**config.mk**
```make
export PLATFORM = sky130hd
export DESIGN_NAME = opcode_decode
export DESIGN_NICKNAME = d
export VERILOG_FILES = /design/src/opdec_pkg.sv /design/src/cycle_counter.sv /design/src/opcode_decode.sv
export SDC_FILE = /design/constraint.sdc
export NUM_CORES = 1
export LEC_CHECK = 0
export BUFFER_PORTS_ARGS = -buffer_cell sky130_fd_sc_hd__buf_2
export CORE_ASPECT_RATIO = 1.1
export CORE_MARGIN = 2
export CORE_UTILIZATION = 27
export CTS_CLUSTER_DIAMETER = 100
export DETAILED_ROUTE_END_ITERATION = 10
export GPL_TIMING_DRIVEN = 0
export SLEW_MARGIN = 5
export SYNTH_ARGS = -nofsm -noshare
export SYNTH_HDL_FRONTEND = slang
export SYNTH_SLANG_ARGS = --single-unit
```
**constraint.sdc**
```tcl
create_clock -name MCLK -period 2.1 [get_ports MCLK]
set_clock_uncertainty 0.05 [all_clocks]
set_input_delay 0.21 -clock MCLK [delete_from_list [all_inputs] [get_ports MCLK]]
set_output_delay 0.21 -clock MCLK [all_outputs]
set_load 0.01 [all_outputs]
```
**src/opdec_pkg.sv**
```systemverilog
// Constants, codes and enumerations shared by the opcode decode and timing block.
package opdec_pkg;

    // Field widths.
    localparam int CYC_W = 4;
    localparam int LEN_W = 2;
    localparam int BIT_W = 3;

    // Opcode high nibbles that select the instruction group and operand form.
    localparam logic [3:0] HI_BIT_TEST = 4'h0;
    localparam logic [3:0] HI_BIT_SET = 4'h1;
    localparam logic [3:0] HI_BRANCH = 4'h2;
    localparam logic [3:0] HI_RMW_DIRECT = 4'h3;
    localparam logic [3:0] HI_RMW_ACC = 4'h4;
    localparam logic [3:0] HI_RMW_INDEX = 4'h5;
    localparam logic [3:0] HI_RMW_IX1 = 4'h6;
    localparam logic [3:0] HI_RMW_IX = 4'h7;

    // Read/modify/write low nibbles.
    localparam logic [3:0] LO_NEGATE = 4'h0;
    localparam logic [3:0] LO_MULT = 4'h2;
    localparam logic [3:0] LO_INVERT = 4'h3;
    localparam logic [3:0] LO_SHR = 4'h4;
    localparam logic [3:0] LO_ROTR = 4'h6;
    localparam logic [3:0] LO_SAR = 4'h7;
    localparam logic [3:0] LO_SHL = 4'h8;
    localparam logic [3:0] LO_ROTL = 4'h9;
    localparam logic [3:0] LO_DECR = 4'ha;
    localparam logic [3:0] LO_INC = 4'hc;
    localparam logic [3:0] LO_TEST = 4'hd;
    localparam logic [3:0] LO_ZERO = 4'hf;

    // Relative branch low nibbles.
    localparam logic [3:0] BR_ALWAYS = 4'h0;
    localparam logic [3:0] BR_NEVER = 4'h1;
    localparam logic [3:0] BR_HIGHER = 4'h2;
    localparam logic [3:0] BR_LOWER_SAME = 4'h3;
    localparam logic [3:0] BR_CARRY_CLEAR = 4'h4;
    localparam logic [3:0] BR_CARRY_SET = 4'h5;
    localparam logic [3:0] BR_NOT_EQUAL = 4'h6;
    localparam logic [3:0] BR_EQUAL = 4'h7;
    localparam logic [3:0] BR_HALF_CLEAR = 4'h8;
    localparam logic [3:0] BR_HALF_SET = 4'h9;
    localparam logic [3:0] BR_PLUS = 4'ha;
    localparam logic [3:0] BR_MINUS = 4'hb;
    localparam logic [3:0] BR_MASK_CLEAR = 4'hc;
    localparam logic [3:0] BR_MASK_SET = 4'hd;
    localparam logic [3:0] BR_IRQ_LOW = 4'he;
    localparam logic [3:0] BR_IRQ_HIGH = 4'hf;

    // Whole opcodes of the control and call instructions.
    localparam logic [7:0] OP_IRET = 8'h80;
    localparam logic [7:0] OP_RTS = 8'h81;
    localparam logic [7:0] OP_TRAP = 8'h83;
    localparam logic [7:0] OP_STOP = 8'h8e;
    localparam logic [7:0] OP_WAIT = 8'h8f;
    localparam logic [7:0] OP_A2X = 8'h97;
    localparam logic [7:0] OP_CCLR = 8'h98;
    localparam logic [7:0] OP_CSET = 8'h99;
    localparam logic [7:0] OP_MCLR = 8'h9a;
    localparam logic [7:0] OP_MSET = 8'h9b;
    localparam logic [7:0] OP_SPRST = 8'h9c;
    localparam logic [7:0] OP_IDLE = 8'h9d;
    localparam logic [7:0] OP_X2A = 8'h9f;
    localparam logic [7:0] OP_CALL = 8'had;

    // Instruction lengths in bytes.
    localparam logic [LEN_W-1:0] LEN_NONE = 2'h0;
    localparam logic [LEN_W-1:0] LEN_1 = 2'h1;
    localparam logic [LEN_W-1:0] LEN_2 = 2'h2;
    localparam logic [LEN_W-1:0] LEN_3 = 2'h3;

    // Execution lengths in CPU cycles.
    localparam logic [CYC_W-1:0] CYC_NONE = 4'h0;
    localparam logic [CYC_W-1:0] CYC_ONE = 4'h1;
    localparam logic [CYC_W-1:0] CYC_INH = 4'h2;
    localparam logic [CYC_W-1:0] CYC_BRANCH = 4'h3;
    localparam logic [CYC_W-1:0] CYC_RMW_REG = 4'h3;
    localparam logic [CYC_W-1:0] CYC_BIT = 4'h5;
    localparam logic [CYC_W-1:0] CYC_RMW_DIR = 4'h5;
    localparam logic [CYC_W-1:0] CYC_RMW_IX = 4'h5;
    localparam logic [CYC_W-1:0] CYC_RMW_IX1 = 4'h6;
    localparam logic [CYC_W-1:0] CYC_RTS = 4'h6;
    localparam logic [CYC_W-1:0] CYC_CALL = 4'h6;
    localparam logic [CYC_W-1:0] CYC_IRET = 4'h9;
    localparam logic [CYC_W-1:0] CYC_TRAP = 4'ha;
    localparam logic [CYC_W-1:0] CYC_MULT = 4'hb;
    localparam logic [CYC_W-1:0] TEST_SAVING = 4'h1;

    typedef enum logic [2:0] {
        GRP_NONE = 3'h0,
        GRP_BRANCH = 3'h1,
        GRP_BIT_TEST = 3'h2,
        GRP_BIT_SET = 3'h3,
        GRP_RMW = 3'h4,
        GRP_MULT = 3'h5,
        GRP_CONTROL = 3'h6,
        GRP_CALL = 3'h7
    } group_t;

    typedef enum logic [2:0] {
        MODE_NONE = 3'h0,
        MODE_ACC = 3'h1,
        MODE_INDEX = 3'h2,
        MODE_DIRECT = 3'h3,
        MODE_IX = 3'h4,
        MODE_IX1 = 3'h5,
        MODE_REL = 3'h6
    } operand_mode_t;

    typedef enum logic [3:0] {
        alu_none = 4'h0,
        negate_op = 4'h1,
        complement_op = 4'h2,
        logical_shift_right_op = 4'h3,
        rotate_right_op = 4'h4,
        arith_shift_right_op = 4'h5,
        shift_left_op = 4'h6,
        rotate_left_op = 4'h7,
        decrement_op = 4'h8,
        increment_op = 4'h9,
        test_value_op = 4'ha,
        clear_op = 4'hb,
        multiply_op = 4'hc
    } alu_op_t;

    typedef enum logic [3:0] {
        ctrl_none = 4'h0,
        acc_to_index_op = 4'h1,
        index_to_acc_op = 4'h2,
        set_carry_op = 4'h3,
        clear_carry_op = 4'h4,
        set_mask_op = 4'h5,
        clear_mask_op = 4'h6,
        soft_interrupt_op = 4'h7,
        subroutine_return_op = 4'h8,
        interrupt_return_op = 4'h9,
        stack_pointer_reset_op = 4'ha,
        no_operation_op = 4'hb,
        stop_op = 4'hc,
        wait_op = 4'hd
    } ctrl_op_t;

endpackage

```
**src/cycle_counter.sv**
```systemverilog
// Down counter that paces one instruction through its execution cycles.
`timescale 1ns/10ps
`default_nettype none
module cycle_counter #(
    parameter int WIDTH = 4
) (
    input wire logic MCLK,
    input wire logic NRST,
    input wire logic load,
    input wire logic [WIDTH-1:0] load_value,
    output logic idle,
    output logic last
);
    typedef struct packed {
        logic [WIDTH-1:0] remaining;
    } count_state_t;

    count_state_t cur;
    count_state_t next_cur;

    // Load on a new instruction, otherwise count down to zero.
    always_comb begin
        next_cur = cur;
        if (load) begin
            next_cur.remaining = load_value;
        end else if (cur.remaining != '0) begin
            next_cur.remaining = cur.remaining - WIDTH'(1);
        end
    end

    always_ff @(posedge MCLK or negedge NRST) begin
        if (!NRST) begin
            cur <= '0;
        end else begin
            cur <= next_cur;
        end
    end

    // Idle means a new opcode may be taken; last marks the final cycle.
    assign idle = (cur.remaining == '0);
    assign last = (cur.remaining == WIDTH'(1));
endmodule
`default_nettype wire

```
**src/opcode_decode.sv**
```systemverilog
// Opcode decoder and execution timing sequencer for the 8-bit CPU core.
//
// Overview of operation
// (RULE_01) Opcodes 20,21,22,23,26,27,2A,2B are two-byte branches of three cycles.
// (RULE_02) Opcode 24 branches on carry clear, 25 on carry set.
// (RULE_03) Opcode 28 branches on half-carry clear, 29 on set; two bytes, three cycles.
// (RULE_04) Opcode 2C branches on mask clear, 2D on mask set; two bytes, three cycles.
// (RULE_05) Opcode 2E branches on interrupt line low, 2F on high; two bytes, three cycles.
// (RULE_06) Opcode 2n branches if direct bit n set, 2n+1 if clear; 3 bytes, 5 cycles.
// (RULE_07) Opcode 10+2n sets direct bit n, 11+2n clears it; 2 bytes, 5 cycles.
// (RULE_08) High nibble picks operand: A, X, direct, indexed, indexed with 8-bit offset.
// (RULE_09) Low nibble picks the read/modify/write operation.
// (RULE_10) Test operation takes one cycle less in memory modes: 3,3,4,4,5.
// (RULE_11) One-byte inherent control opcodes other than those of RULE_12 each take two cycles.
// (RULE_12) Software interrupt takes 10, subroutine return 6, interrupt return 9 cycles.
// (RULE_13) Multiply forms the 16-bit index times accumulator product in 11 cycles.
// (RULE_14) Relative call pushes the return address; two bytes, six cycles.
`timescale 1ns/10ps
`default_nettype none
module opcode_decode (
    input wire logic MCLK,
    input wire logic NRST,
    input wire logic OPCODE_VALID,
    input wire logic [7:0] OPCODE,
    input wire logic FLAG_H,
    input wire logic FLAG_I,
    input wire logic FLAG_N,
    input wire logic FLAG_Z,
    input wire logic FLAG_C,
    input wire logic IRQ_LINE,
    input wire logic TEST_BYTE_VALID,
    input wire logic [7:0] TEST_BYTE,
    input wire logic [7:0] INDEX_IN,
    input wire logic [7:0] ACC_IN,
    output logic READY,
    output logic DONE,
    output logic ILLEGAL,
    output logic [opdec_pkg::LEN_W-1:0] INSTR_BYTES,
    output logic [opdec_pkg::CYC_W-1:0] INSTR_CYCLES,
    output var opdec_pkg::group_t GROUP,
    output var opdec_pkg::alu_op_t ALU_OP,
    output var opdec_pkg::ctrl_op_t CTRL_OP,
    output var opdec_pkg::operand_mode_t OPERAND_MODE,
    output logic [opdec_pkg::BIT_W-1:0] BIT_INDEX,
    output logic BIT_VALUE,
    output logic BRANCH_TAKEN,
    output logic PUSH_RETURN,
    output logic [15:0] PRODUCT
);
    typedef enum logic [1:0] {
        ST_IDLE = 2'b01,
        ST_EXEC = 2'b10
    } phase_t;

    typedef struct packed {
        phase_t phase;
        logic illegal;
        logic [opdec_pkg::LEN_W-1:0] bytes;
        logic [opdec_pkg::CYC_W-1:0] cycles;
        opdec_pkg::group_t group;
        opdec_pkg::alu_op_t alu_op;
        opdec_pkg::ctrl_op_t ctrl_op;
        opdec_pkg::operand_mode_t mode;
        logic [opdec_pkg::BIT_W-1:0] bit_index;
        logic bit_value;
        logic taken;
        logic push_return;
        logic [15:0] product;
    } decode_state_t;

    decode_state_t cur;
    decode_state_t next_cur;

    logic accept;
    logic counter_idle;
    logic counter_last;
    logic [3:0] hi;
    logic [3:0] lo;
    logic d_legal;
    logic [opdec_pkg::LEN_W-1:0] d_bytes;
    logic [opdec_pkg::CYC_W-1:0] d_cycles;
    opdec_pkg::group_t d_group;
    opdec_pkg::alu_op_t d_alu;
    opdec_pkg::ctrl_op_t d_ctrl;
    opdec_pkg::operand_mode_t d_mode;
    logic d_cond;
    logic [opdec_pkg::CYC_W-1:0] load_value;

    assign hi = OPCODE[7:4];
    assign lo = OPCODE[3:0];
    assign accept = OPCODE_VALID && counter_idle;

    // Branch condition of a relative branch, from the flags at the time of decode.
    always_comb begin
        case (lo)
            opdec_pkg::BR_ALWAYS: d_cond = 1'b1; // RULE_01
            opdec_pkg::BR_NEVER: d_cond = 1'b0; // RULE_01
            opdec_pkg::BR_HIGHER: d_cond = !(FLAG_C || FLAG_Z); // RULE_01
            opdec_pkg::BR_LOWER_SAME: d_cond = FLAG_C || FLAG_Z; // RULE_01
            opdec_pkg::BR_CARRY_CLEAR: d_cond = !FLAG_C; // RULE_02
            opdec_pkg::BR_CARRY_SET: d_cond = FLAG_C; // RULE_02
            opdec_pkg::BR_NOT_EQUAL: d_cond = !FLAG_Z; // RULE_01
            opdec_pkg::BR_EQUAL: d_cond = FLAG_Z; // RULE_01
            opdec_pkg::BR_HALF_CLEAR: d_cond = !FLAG_H; // RULE_03
            opdec_pkg::BR_HALF_SET: d_cond = FLAG_H; // RULE_03
            opdec_pkg::BR_PLUS: d_cond = !FLAG_N; // RULE_01
            opdec_pkg::BR_MINUS: d_cond = FLAG_N; // RULE_01
            opdec_pkg::BR_MASK_CLEAR: d_cond = !FLAG_I; // RULE_04
            opdec_pkg::BR_MASK_SET: d_cond = FLAG_I; // RULE_04
            opdec_pkg::BR_IRQ_LOW: d_cond = !IRQ_LINE; // RULE_05
            default: d_cond = IRQ_LINE; // RULE_05
        endcase
    end

    // Opcode classification into group, operation, operand form, length and timing.
    always_comb begin
        d_legal = 1'b1;
        d_bytes = opdec_pkg::LEN_1;
        d_cycles = opdec_pkg::CYC_INH;
        d_group = opdec_pkg::GRP_CONTROL;
        d_alu = opdec_pkg::alu_none;
        d_ctrl = opdec_pkg::ctrl_none;
        d_mode = opdec_pkg::MODE_NONE;
        if (hi == opdec_pkg::HI_BIT_TEST) begin
            d_group = opdec_pkg::GRP_BIT_TEST; // RULE_06
            d_mode = opdec_pkg::MODE_DIRECT;
            d_bytes = opdec_pkg::LEN_3; // RULE_06
            d_cycles = opdec_pkg::CYC_BIT; // RULE_06
        end else if (hi == opdec_pkg::HI_BIT_SET) begin
            d_group = opdec_pkg::GRP_BIT_SET; // RULE_07
            d_mode = opdec_pkg::MODE_DIRECT;
            d_bytes = opdec_pkg::LEN_2; // RULE_07
            d_cycles = opdec_pkg::CYC_BIT; // RULE_07
        end else if (hi == opdec_pkg::HI_BRANCH) begin
            d_group = opdec_pkg::GRP_BRANCH;
            d_mode = opdec_pkg::MODE_REL;
            d_bytes = opdec_pkg::LEN_2; // RULE_01
            d_cycles = opdec_pkg::CYC_BRANCH; // RULE_01
        end else if (OPCODE == {opdec_pkg::HI_RMW_ACC, opdec_pkg::LO_MULT}) begin
            d_group = opdec_pkg::GRP_MULT; // RULE_13
            d_alu = opdec_pkg::multiply_op;
            d_cycles = opdec_pkg::CYC_MULT; // RULE_13
        end else if (hi >= opdec_pkg::HI_RMW_DIRECT && hi <= opdec_pkg::HI_RMW_IX) begin
            d_group = opdec_pkg::GRP_RMW;
            // Operand form and its length and base timing.
            if (hi == opdec_pkg::HI_RMW_ACC) begin
                d_mode = opdec_pkg::MODE_ACC; // RULE_08
                d_cycles = opdec_pkg::CYC_RMW_REG;
            end else if (hi == opdec_pkg::HI_RMW_INDEX) begin
                d_mode = opdec_pkg::MODE_INDEX; // RULE_08
                d_cycles = opdec_pkg::CYC_RMW_REG;
            end else if (hi == opdec_pkg::HI_RMW_DIRECT) begin
                d_mode = opdec_pkg::MODE_DIRECT; // RULE_08
                d_bytes = opdec_pkg::LEN_2;
                d_cycles = opdec_pkg::CYC_RMW_DIR;
            end else if (hi == opdec_pkg::HI_RMW_IX) begin
                d_mode = opdec_pkg::MODE_IX; // RULE_08
                d_cycles = opdec_pkg::CYC_RMW_IX;
            end else begin
                d_mode = opdec_pkg::MODE_IX1; // RULE_08
                d_bytes = opdec_pkg::LEN_2;
                d_cycles = opdec_pkg::CYC_RMW_IX1;
            end
            // Operation from the low nibble.
            case (lo)
                opdec_pkg::LO_NEGATE: d_alu = opdec_pkg::negate_op; // RULE_09
                opdec_pkg::LO_INVERT: d_alu = opdec_pkg::complement_op; // RULE_09
                opdec_pkg::LO_SHR: d_alu = opdec_pkg::logical_shift_right_op; // RULE_09
                opdec_pkg::LO_ROTR: d_alu = opdec_pkg::rotate_right_op; // RULE_09
                opdec_pkg::LO_SAR: d_alu = opdec_pkg::arith_shift_right_op; // RULE_09
                opdec_pkg::LO_SHL: d_alu = opdec_pkg::shift_left_op; // RULE_09
                opdec_pkg::LO_ROTL: d_alu = opdec_pkg::rotate_left_op; // RULE_09
                opdec_pkg::LO_DECR: d_alu = opdec_pkg::decrement_op; // RULE_09
                opdec_pkg::LO_INC: d_alu = opdec_pkg::increment_op; // RULE_09
                opdec_pkg::LO_ZERO: d_alu = opdec_pkg::clear_op; // RULE_09
                opdec_pkg::LO_TEST: d_alu = opdec_pkg::test_value_op; // RULE_10
                default: d_legal = 1'b0;
            endcase
            // The test only reads memory, so it skips the write-back cycle.
            if (lo == opdec_pkg::LO_TEST && d_mode != opdec_pkg::MODE_ACC
                    && d_mode != opdec_pkg::MODE_INDEX) begin
                d_cycles = d_cycles - opdec_pkg::TEST_SAVING; // RULE_10
            end
        end else if (OPCODE == opdec_pkg::OP_CALL) begin
            d_group = opdec_pkg::GRP_CALL; // RULE_14
            d_mode = opdec_pkg::MODE_REL;
            d_bytes = opdec_pkg::LEN_2; // RULE_14
            d_cycles = opdec_pkg::CYC_CALL; // RULE_14
        end else begin
            case (OPCODE)
                opdec_pkg::OP_A2X: d_ctrl = opdec_pkg::acc_to_index_op; // RULE_11
                opdec_pkg::OP_X2A: d_ctrl = opdec_pkg::index_to_acc_op; // RULE_11
                opdec_pkg::OP_CSET: d_ctrl = opdec_pkg::set_carry_op; // RULE_11
                opdec_pkg::OP_CCLR: d_ctrl = opdec_pkg::clear_carry_op; // RULE_11
                opdec_pkg::OP_MSET: d_ctrl = opdec_pkg::set_mask_op; // RULE_11
                opdec_pkg::OP_MCLR: d_ctrl = opdec_pkg::clear_mask_op; // RULE_11
                opdec_pkg::OP_SPRST: d_ctrl = opdec_pkg::stack_pointer_reset_op; // RULE_11
                opdec_pkg::OP_IDLE: d_ctrl = opdec_pkg::no_operation_op; // RULE_11
                opdec_pkg::OP_STOP: d_ctrl = opdec_pkg::stop_op; // RULE_11
                opdec_pkg::OP_WAIT: d_ctrl = opdec_pkg::wait_op; // RULE_11
                opdec_pkg::OP_TRAP: begin
                    d_ctrl = opdec_pkg::soft_interrupt_op;
                    d_cycles = opdec_pkg::CYC_TRAP; // RULE_12
                end
                opdec_pkg::OP_RTS: begin
                    d_ctrl = opdec_pkg::subroutine_return_op;
                    d_cycles = opdec_pkg::CYC_RTS; // RULE_12
                end
                opdec_pkg::OP_IRET: begin
                    d_ctrl = opdec_pkg::interrupt_return_op;
                    d_cycles = opdec_pkg::CYC_IRET; // RULE_12
                end
                default: d_legal = 1'b0;
            endcase
        end
        // Opcodes outside this block's groups are flagged and take no cycles.
        if (!d_legal) begin
            d_bytes = opdec_pkg::LEN_NONE;
            d_cycles = opdec_pkg::CYC_NONE;
            d_group = opdec_pkg::GRP_NONE;
            d_alu = opdec_pkg::alu_none;
            d_ctrl = opdec_pkg::ctrl_none;
            d_mode = opdec_pkg::MODE_NONE;
        end
    end

    // The accept cycle is the first execution cycle, so the counter holds the rest.
    assign load_value = d_cycles - opdec_pkg::CYC_ONE;

    // Latch the decode on acceptance and resolve bit-test branches when the byte arrives.
    always_comb begin
        next_cur = cur;
        if (accept) begin
            next_cur.phase = d_legal ? ST_EXEC : ST_IDLE;
            next_cur.illegal = !d_legal;
            next_cur.bytes = d_bytes;
            next_cur.cycles = d_cycles;
            next_cur.group = d_group;
            next_cur.alu_op = d_alu;
            next_cur.ctrl_op = d_ctrl;
            next_cur.mode = d_mode;
            next_cur.bit_index = OPCODE[3:1]; // RULE_06 RULE_07
            next_cur.bit_value = !OPCODE[0]; // RULE_06 RULE_07
            next_cur.push_return = (d_group == opdec_pkg::GRP_CALL); // RULE_14
            if (d_group == opdec_pkg::GRP_BRANCH) begin
                next_cur.taken = d_cond;
            end else begin
                next_cur.taken = (d_group == opdec_pkg::GRP_CALL); // RULE_14
            end
            if (d_group == opdec_pkg::GRP_MULT) begin
                next_cur.product = 16'(INDEX_IN) * 16'(ACC_IN); // RULE_13
            end
        end else begin
            case (cur.phase)
                ST_EXEC: begin
                    if (TEST_BYTE_VALID && cur.group == opdec_pkg::GRP_BIT_TEST) begin
                        next_cur.taken = (TEST_BYTE[cur.bit_index] == cur.bit_value); // RULE_06
                    end
                    if (counter_last || counter_idle) begin
                        next_cur.phase = ST_IDLE;
                    end
                end
                default: next_cur.phase = ST_IDLE;
            endcase
        end
    end

    always_ff @(posedge MCLK or negedge NRST) begin
        if (!NRST) begin
            cur <= '{phase: ST_IDLE, group: opdec_pkg::GRP_NONE,
                alu_op: opdec_pkg::alu_none, ctrl_op: opdec_pkg::ctrl_none,
                mode: opdec_pkg::MODE_NONE, default: '0};
        end else begin
            cur <= next_cur;
        end
    end

    cycle_counter #(
        .WIDTH(opdec_pkg::CYC_W)
    ) u_cycle_counter (
        .MCLK(MCLK),
        .NRST(NRST),
        .load(accept && d_legal),
        .load_value(load_value),
        .idle(counter_idle),
        .last(counter_last)
    );

    // Handshake is combinational; everything else comes from the state register.
    assign READY = counter_idle;
    assign DONE = counter_last;
    assign ILLEGAL = cur.illegal;
    assign INSTR_BYTES = cur.bytes;
    assign INSTR_CYCLES = cur.cycles;
    assign GROUP = cur.group;
    assign ALU_OP = cur.alu_op;
    assign CTRL_OP = cur.ctrl_op;
    assign OPERAND_MODE = cur.mode;
    assign BIT_INDEX = cur.bit_index;
    assign BIT_VALUE = cur.bit_value;
    assign BRANCH_TAKEN = cur.taken;
    assign PUSH_RETURN = cur.push_return;
    assign PRODUCT = cur.product;
endmodule
`default_nettype wire

```
==> summary.txt, run 1 <==
Clock tree root buffer cell = clkbuf_16
Asr flop ratio synth = 100%
Area grow syn2layout = 28.1%
Vias per cell = 4.63
Fin crit period = 3.68 ns
Part of the power in combinational logic = 62.7%
Syn Nets = 740
Critical path arrival = 3.80 ns
Antenna violations before repair = 0
R2R cell count = 6
Worst flop-to-flop path endpoint = PRODUCT[6]
Nets = 851
ANT nets after route = 0
Post-Layout Cell Count = 986
Switching Fraction = 40.3%
Count of pins over their slew limit = 0
Clock-pin slew on the worst setup and hold paths = 0.06 ns
Crit path max fanout = 8
Sequential Power Share = 23.5%
Cell count after placement = 956
Seq cells post-synth = 49
Clk buf depth = 2
Ys Warns = 0
Placed cell areas = 6260 sq um
Sequential share of the synthesized area = 22.9%
Ports = 87
Post-route design area = 6860 sq um
Final Setup Violations = 12
DRC errors left = 0
Yosys top cell area share = 22.4%
ANT cells = 0
Total core area = 19700 sq um
Layout cells sized above 1 = 33.9%
Die Wd = 138 um
Number of max-cap violations = 0
CTS tree = yes
Synthesized area = 5360 sq um
Min-delay src = INDEX_IN[0]
Achievable Freq = 0.272 GHz
Commonest non-fill, non-tap cell in the layout = buf_2
Hpwl dp = 10600 um
Lkg Pwr = 3.36 nW
CTS Buf Count = 5
PnR worst setup slack = -1.58 ns
Number of synthesized flops with an enable pin = 0
Distinct cell type count of the synthesized netlist = 70
Routed len/inst = 13.6 um
Total die area = 21000 sq um
Dominant synthesized flop cell = dfrtp_1
RR Startpoint = u_cycle_counter.cur[0]
Height of the chip = 152 um
First-pass DRT Iterations = 4
Initial DRC Count = 178
Worst R2R Setup Slack = 0.12 ns
Cell count of the worst hold path = 3
CP Launch Type = input port
Clock Latency Late Sink = 0.29 ns
Worst Tran Pin Value = 0.640 ns
All-Layer GR Usage = 12.7%
Period utilization = 175%
Pin count of the biggest net entering global routing = 50
Hold crit path type = in2reg
P per Cell Area = 834 nW/um^2
Worst vdd ir = 0.000427 V
Ranking of synthesized cells by area = dfrtp_1 (22%), fa_1 (13%), ha_1 (9.3%)
CTS H-tree lvls = 2
Number of port buffers = 82
Hold path endpoint = PRODUCT[0]
RSZ-0062 raised after global routing = true
Status = complete, but fails checks
Final Hold Viols = 0
Placer congestion estimate = 0.852
Post-Syn Area per Cell = 8.61 sq um
Net Sw Power = 0.00230 W
Most frequent cells in the layout = buf_2 (72), nand2_1 (70), buf_4 (61)
Failing checks = setup timing
Starting Density = 27.2%
Global-route wire length before repair = 22100 um
Routed Wire Length = 13400 um
Synth area leader = dfrtp_1
Total gr overflow = 0
Via count = 4568
Internal cell power = 0.00342 W
Std cell rows = 54
CTS Sinks = 49
Clk pwr share = 13.8%
Req. time, crit path = 2.22 ns
CP Class = in2reg
Post-synthesis cell count = 622
Vias in the first global route = 4440
Setup crit end kind = register
Max-Slew Margin vs Limit = 57.4%
==> what timing repair did <==
action,CTS,global route
gates resized for setup,56,41
hold buffers,0,1
pin swaps,27,29
hold endpoints to repair,0,48
endpoints found under the setup margin,39,40
buffers inserted,10,12
==> worst max-delay path by stage <==
stage          slack, ns  depth (start not counted)     endpoint   startpoint
4_1_cts            -1.60                         15  PRODUCT[12]  INDEX_IN[4]
5_1_grt            -1.68                         15  PRODUCT[12]    ACC_IN[4]
6_report           -1.58                         15  PRODUCT[12]    ACC_IN[6]
3_3_place_gp       -1.97                         15  PRODUCT[12]  INDEX_IN[2]
2_1_floorplan      -1.54                         14  PRODUCT[12]    ACC_IN[2]
3_5_place_dp       -2.00                         15  PRODUCT[12]  INDEX_IN[2]
==> synth_stat cells, types with 6 or more instances <==
cell type / count
nand2b_1: 11
clkbuf_1: 15
inv_1: 59
nor3_1: 9
fa_1: 36
ha_1: 40
o31ai_1: 6
nand2_1: 76
nand3_1: 6
o21ai_0: 46
dfrtp_1: 48
xor2_1: 8
a21o_1: 6
buf_2: 6
buf_4: 41
and2_1: 53
nor2_1: 31
a21oi_1: 23
==> power groups by stage <==
stage	Clock, W	Sequential (W)	Combinational [W]
after floorplan	0	0.00133	0.00242
after global placement	0	0.00136	0.00314
after detailed placement	0	0.00137	0.00318
after CTS	0.000816	0.00135	0.00349
after global routing	0.000861	0.00139	0.00399
final	0.000788	0.00135	0.00359
==> per-stage QoR <==
step / setup slack [ns] / power [W] / hold slack [ns] / TNS [ns] / utilization (%)
after global routing: -1.68 / 0.00624 / 0.183 / -16.08 / 34.9
after CTS: -1.60 / 0.00566 / 0.157 / -14.67 / 33.8
after global placement: -1.97 / 0.00450 / 0.408 / -28.12 / 31.8
final: -1.58 / 0.00572 / 0.168 / -14.68 / 34.9
after detailed placement: -2.00 / 0.00455 / 0.411 / -27.85 / 31.8
after floorplan: -1.54 / 0.00375 / -0.136 / -14.10 / -
==> flip-flops by register name, summed over array words and instances, names as in the netlist <==
name                 cells
ILLEGAL                  1
PRODUCT                 16
CTRL_OP                  4
BIT_VALUE                1
PUSH_RETURN              1
INSTR_CYCLES             4
INSTR_BYTES              2
cur                      2
OPERAND_MODE             3
BIT_INDEX                3
ALU_OP                   4
BRANCH_TAKEN             1
GROUP                    3
u_cycle_counter.cur      4
==> critical path: stages <==
cell and delay, ns:
buf_8 0.11, and2_4 0.15, fa_1 0.57, fa_1 0.43, fa_1 0.49, inv_1 0.05
fa_1 0.49, inv_2 0.05, ha_4 0.23, a21oi_4 0.18, o21a_1 0.19, a31oi_4 0.06
a311oi_2 0.32, xor2_1 0.17, o21ai_1 0.08
==> final cells by class <==
type	count	area [sq um]
repair buffers	104	736
well taps	252	315
flip-flops and latches	49	1230
fillers	1997	12800
clock buffers	6	129
inverters	59	224
clock inverters	2	13.8
plain buffers	68	483
multi-input cells	446	3730
==> per-layer routing <==
layer / wire length (um) / track usage (%) / part of all wire [%] / vias to the layer above
li1: - / - / - / 2297
met1: 6750 / 18.3 / 50 / 2195
met2: 6110 / 20.5 / 46 / 66
met3: 407 / 1.67 / 3.0 / 10
met4: 130 / 2.70 / 0.97 / 0
met5: 0 / 0 / 0 / -
==> kinds of logic after synthesis <==
family | synth area share [%]
XOR/XNOR | 2.13
AND/OR/NAND/NOR | 20.7
adder cells (fa/ha/maj) | 22.8
buffers and inverters | 12.2
multiplexers | 2.24
flip-flops | 22.9
AO/OA/AOI/OAI | 17.0
Note: power is estimated with default switching activity, not from simulation.
==> run 2, diff against run 1 <==
--- a/config.mk
+++ b/config.mk
@@ -5,6 +5,7 @@
 export SDC_FILE = /design/constraint.sdc
 export NUM_CORES = 1
 export LEC_CHECK = 0
+export ABC_AREA = 1
 export BUFFER_PORTS_ARGS = -buffer_cell sky130_fd_sc_hd__buf_2
 export CORE_ASPECT_RATIO = 1.1
 export CORE_MARGIN = 2
==> run 2 against run 1 <==
Critical path type unchanged. Design area is 0.22% higher. Largest power group unchanged. Via count is 3.5% higher. The flow still finishes with violations (setup timing). Critical path depth is 6 higher.
==> summary.txt, run 2 <==
CTS H-tree lvls = 2
Placer congestion estimate = 0.875
Hold slack = 0.0637 ns
Ys Warns = 0
Std cell rows = 53
Yosys top cell area share = 22.8%
ANT cells = 0
Critical path arrival = 3.64 ns
Die Wd = 137 um
Vias in the first global route = 4737
Cts hold-fix bufs = 0
Clock-pin slew on the worst setup and hold paths = 0.06 ns
CP Class = in2reg
Buf/Inv on CP = 4
Slowest cell on the critical path = fa_1
ANT nets after route = 0
Fill cell count = 2034
Achievable Freq = 0.286 GHz
Pin count of the biggest net entering global routing = 50
Lkg Pwr = 3.97 nW
Number of port buffers = 70
Height of the chip = 151 um
Hold crit path type = in2async
Clock Latency Late Sink = 0.29 ns
CTS Sinks = 49
Worst Tran Pin Value = 1.10 ns
Total core area = 19200 sq um
Dominant synthesized flop cell = dfrtp_1
First-pass DRT Iterations = 5
CP delay by family, top = adder cells
Ranking of synthesized cells by area = dfrtp_1 (23%), nand2_1 (15%), fa_1 (14%)
Final Setup Violations = 12
Post-synthesis cell count = 743
Cell count after placement = 1060
Post-Layout Cell Count = 1088
Synth top cells by count = nand2_1 (208), inv_1 (139), dfrtp_1 (48), nor2_1 (46), ha_1 (40)
P per Cell Area = 881 nW/um^2
Synth area leader = dfrtp_1
Distinct cell type count of the synthesized netlist = 37
Clk buf depth = 2
Setup crit end kind = register
Synthesized area = 5270 sq um
CP Launch Type = input port
Design Power = 0.00605 W
Initial DRC Count = 165
Routed len/inst = 12.4 um
PnR worst setup slack = -1.40 ns
CTS Buf Count = 5
Period utilization = 167%
Max-Slew Margin vs Limit = 26.4%
Most frequent cells in the layout = nand2_1 (187), inv_1 (119), buf_2 (73)
Antenna violations before repair = 0
Post-Syn Area per Cell = 7.10 sq um
Starting Density = 27.5%
All-Layer GR Usage = 13.4%
Hpwl dp = 10800 um
Seq cells post-synth = 49
Asr flop ratio synth = 100%
Fin crit period = 3.50 ns
Clock tree root buffer cell = clkbuf_16
Via count = 4730
Req. time, crit path = 2.24 ns
Number of max-cap violations = 0
Status = complete, but fails checks
Total gr overflow = 0
Max incr delay on CP = 0.52 ns
Top-count cell post-synth = nand2_1
RSZ-0062 raised after global routing = true
Cell Chain, Critical Path = clkbuf_16 -> nand2_4 -> fa_1 -> fa_1 -> inv_1 -> fa_1 -> inv_1 -> fa_1 -> inv_2 -> ha_4 -> nand2_4 -> o21ai_4 -> nand2_1 -> nand4_1 -> nand2_1 -> nand2_1 -> nand2_1 -> nand2_1 -> nand2_1 -> nand3_1 -> nand2_1
Multi-input gate area = 3450 sq um
Vias per cell = 4.35
Number of synthesized flops with an enable pin = 0
DRC errors left = 0
Post-route design area = 6870 sq um
Failing checks = setup timing
Placed cell areas = 6250 sq um
Number of flip-flops under the largest register name = 16
Crit path max fanout = 8
Commonest non-fill, non-tap cell in the layout = nand2_1
Area grow syn2layout = 30.4%
Sequential share of the synthesized area = 23.3%
Register area = 1230 sq um
Setup TNS = -13.56 ns
Ports = 87
Worst vdd ir = 0.000513 V
Global-route wire length before repair = 22300 um
Count of pins over their slew limit = 0
Top cell by count, worst path = nand2_1
CTS tree = yes
Layout cells sized above 1 = 32.5%
Total die area = 20700 sq um
Syn Nets = 861
Final Hold Viols = 0
Nets = 958
Routed Wire Length = 13500 um
==> run 2: changes by cell type after synthesis, sizes merged, moves of 5 or more <==
cell	before	now
a21oi	23	16
and2	53	0
buf	53	46
inv	59	152
nand2	77	214
nand2b	11	0
nand3	6	28
nand4	1	6
nor2	31	53
nor2b	5	0
nor3	10	4
o22ai	2	9
o31ai	7	0
==> run 2: worst paths after layout <==
path,endpoint,startpoint,cells past startpoint,slack [ns]
max in group asynchronous,CTRL_OP[0],NRST,1,1.25
hold / removal,BIT_INDEX[0],NRST,1,0.06
setup / recovery,PRODUCT[14],ACC_IN[4],21,-1.40
hold reg to reg,PUSH_RETURN,PUSH_RETURN,2,0.43
min in group MCLK,BIT_VALUE,OPCODE[0],2,0.16
setup reg to reg,GROUP[0],u_cycle_counter.cur[0],10,0.15
==> run 2: through the flow <==
stage	util, %	setup WS (ns)
6_report	35.9	-1.40
5_1_grt	35.9	-1.56
4_1_cts	34.9	-1.39
3_5_place_dp	32.6	-1.84
3_3_place_gp	32.6	-1.78
2_1_floorplan	-	-1.54
==> run 2: kinds of logic after synthesis <==
logic type / synth area share (%)
compound gates: 9.68
xor+xnor: 1.83
fa+ha+maj: 23.2
buf+inv: 18.4
flops: 23.3
simple gates: 23.7
==> run 2: power breakdown <==
| part | total (W) | switching (W) | internal, W |
|---|---|---|---|
| registers | 0.00133 | 0.000164 | 0.00117 |
| clock network | 0.000920 | 0.000356 | 0.000565 |
| logic | 0.00380 | 0.00196 | 0.00183 |
| total | 0.00605 | 0.00248 | 0.00357 |
==> run 2: worst register-to-register path, cell delays in order (launching register included) <==
cell	delay (ns)
dfrtp_1	0.42
inv_1	0.09
ha_1	0.18
nand2_1	0.10
inv_2	0.14
nand2_2	0.12
clkbuf_4	0.21
inv_1	0.11
buf_4	0.19
o221ai_1	0.15
o21ai_0	0.10
==> run 2: routing by layer <==
metal	GRT usage, %	part of all wire (%)	up-vias
li1	-	-	2425
met1	16.4	44	2176
met2	25.2	50	118
met3	1.58	4.3	11
met4	2.32	0.81	0
met5	0	0	-
==> run 2: cell type report <==
type / instances / area share (%)
buffer: 63 / 9.06
clock buffer: 6 / 1.87
clock inverter: 2 / 0.564
inverter: 152 / 8.34
multi-input combinational: 479 / 50.3
sequential: 49 / 17.9
tap: 247 / 4.50
timing repair buffer: 90 / 7.55
==> run 2: repair_timing <==
| item | 4_1_cts | 5_1_grt |
|---|---|---|
| endpoints found under the setup margin | 38 | 16 |
| gates cloned | 0 | 0 |
| setup buffers | 14 | 6 |
| resized for setup | 43 | 35 |
| pin swaps | 20 | 27 |
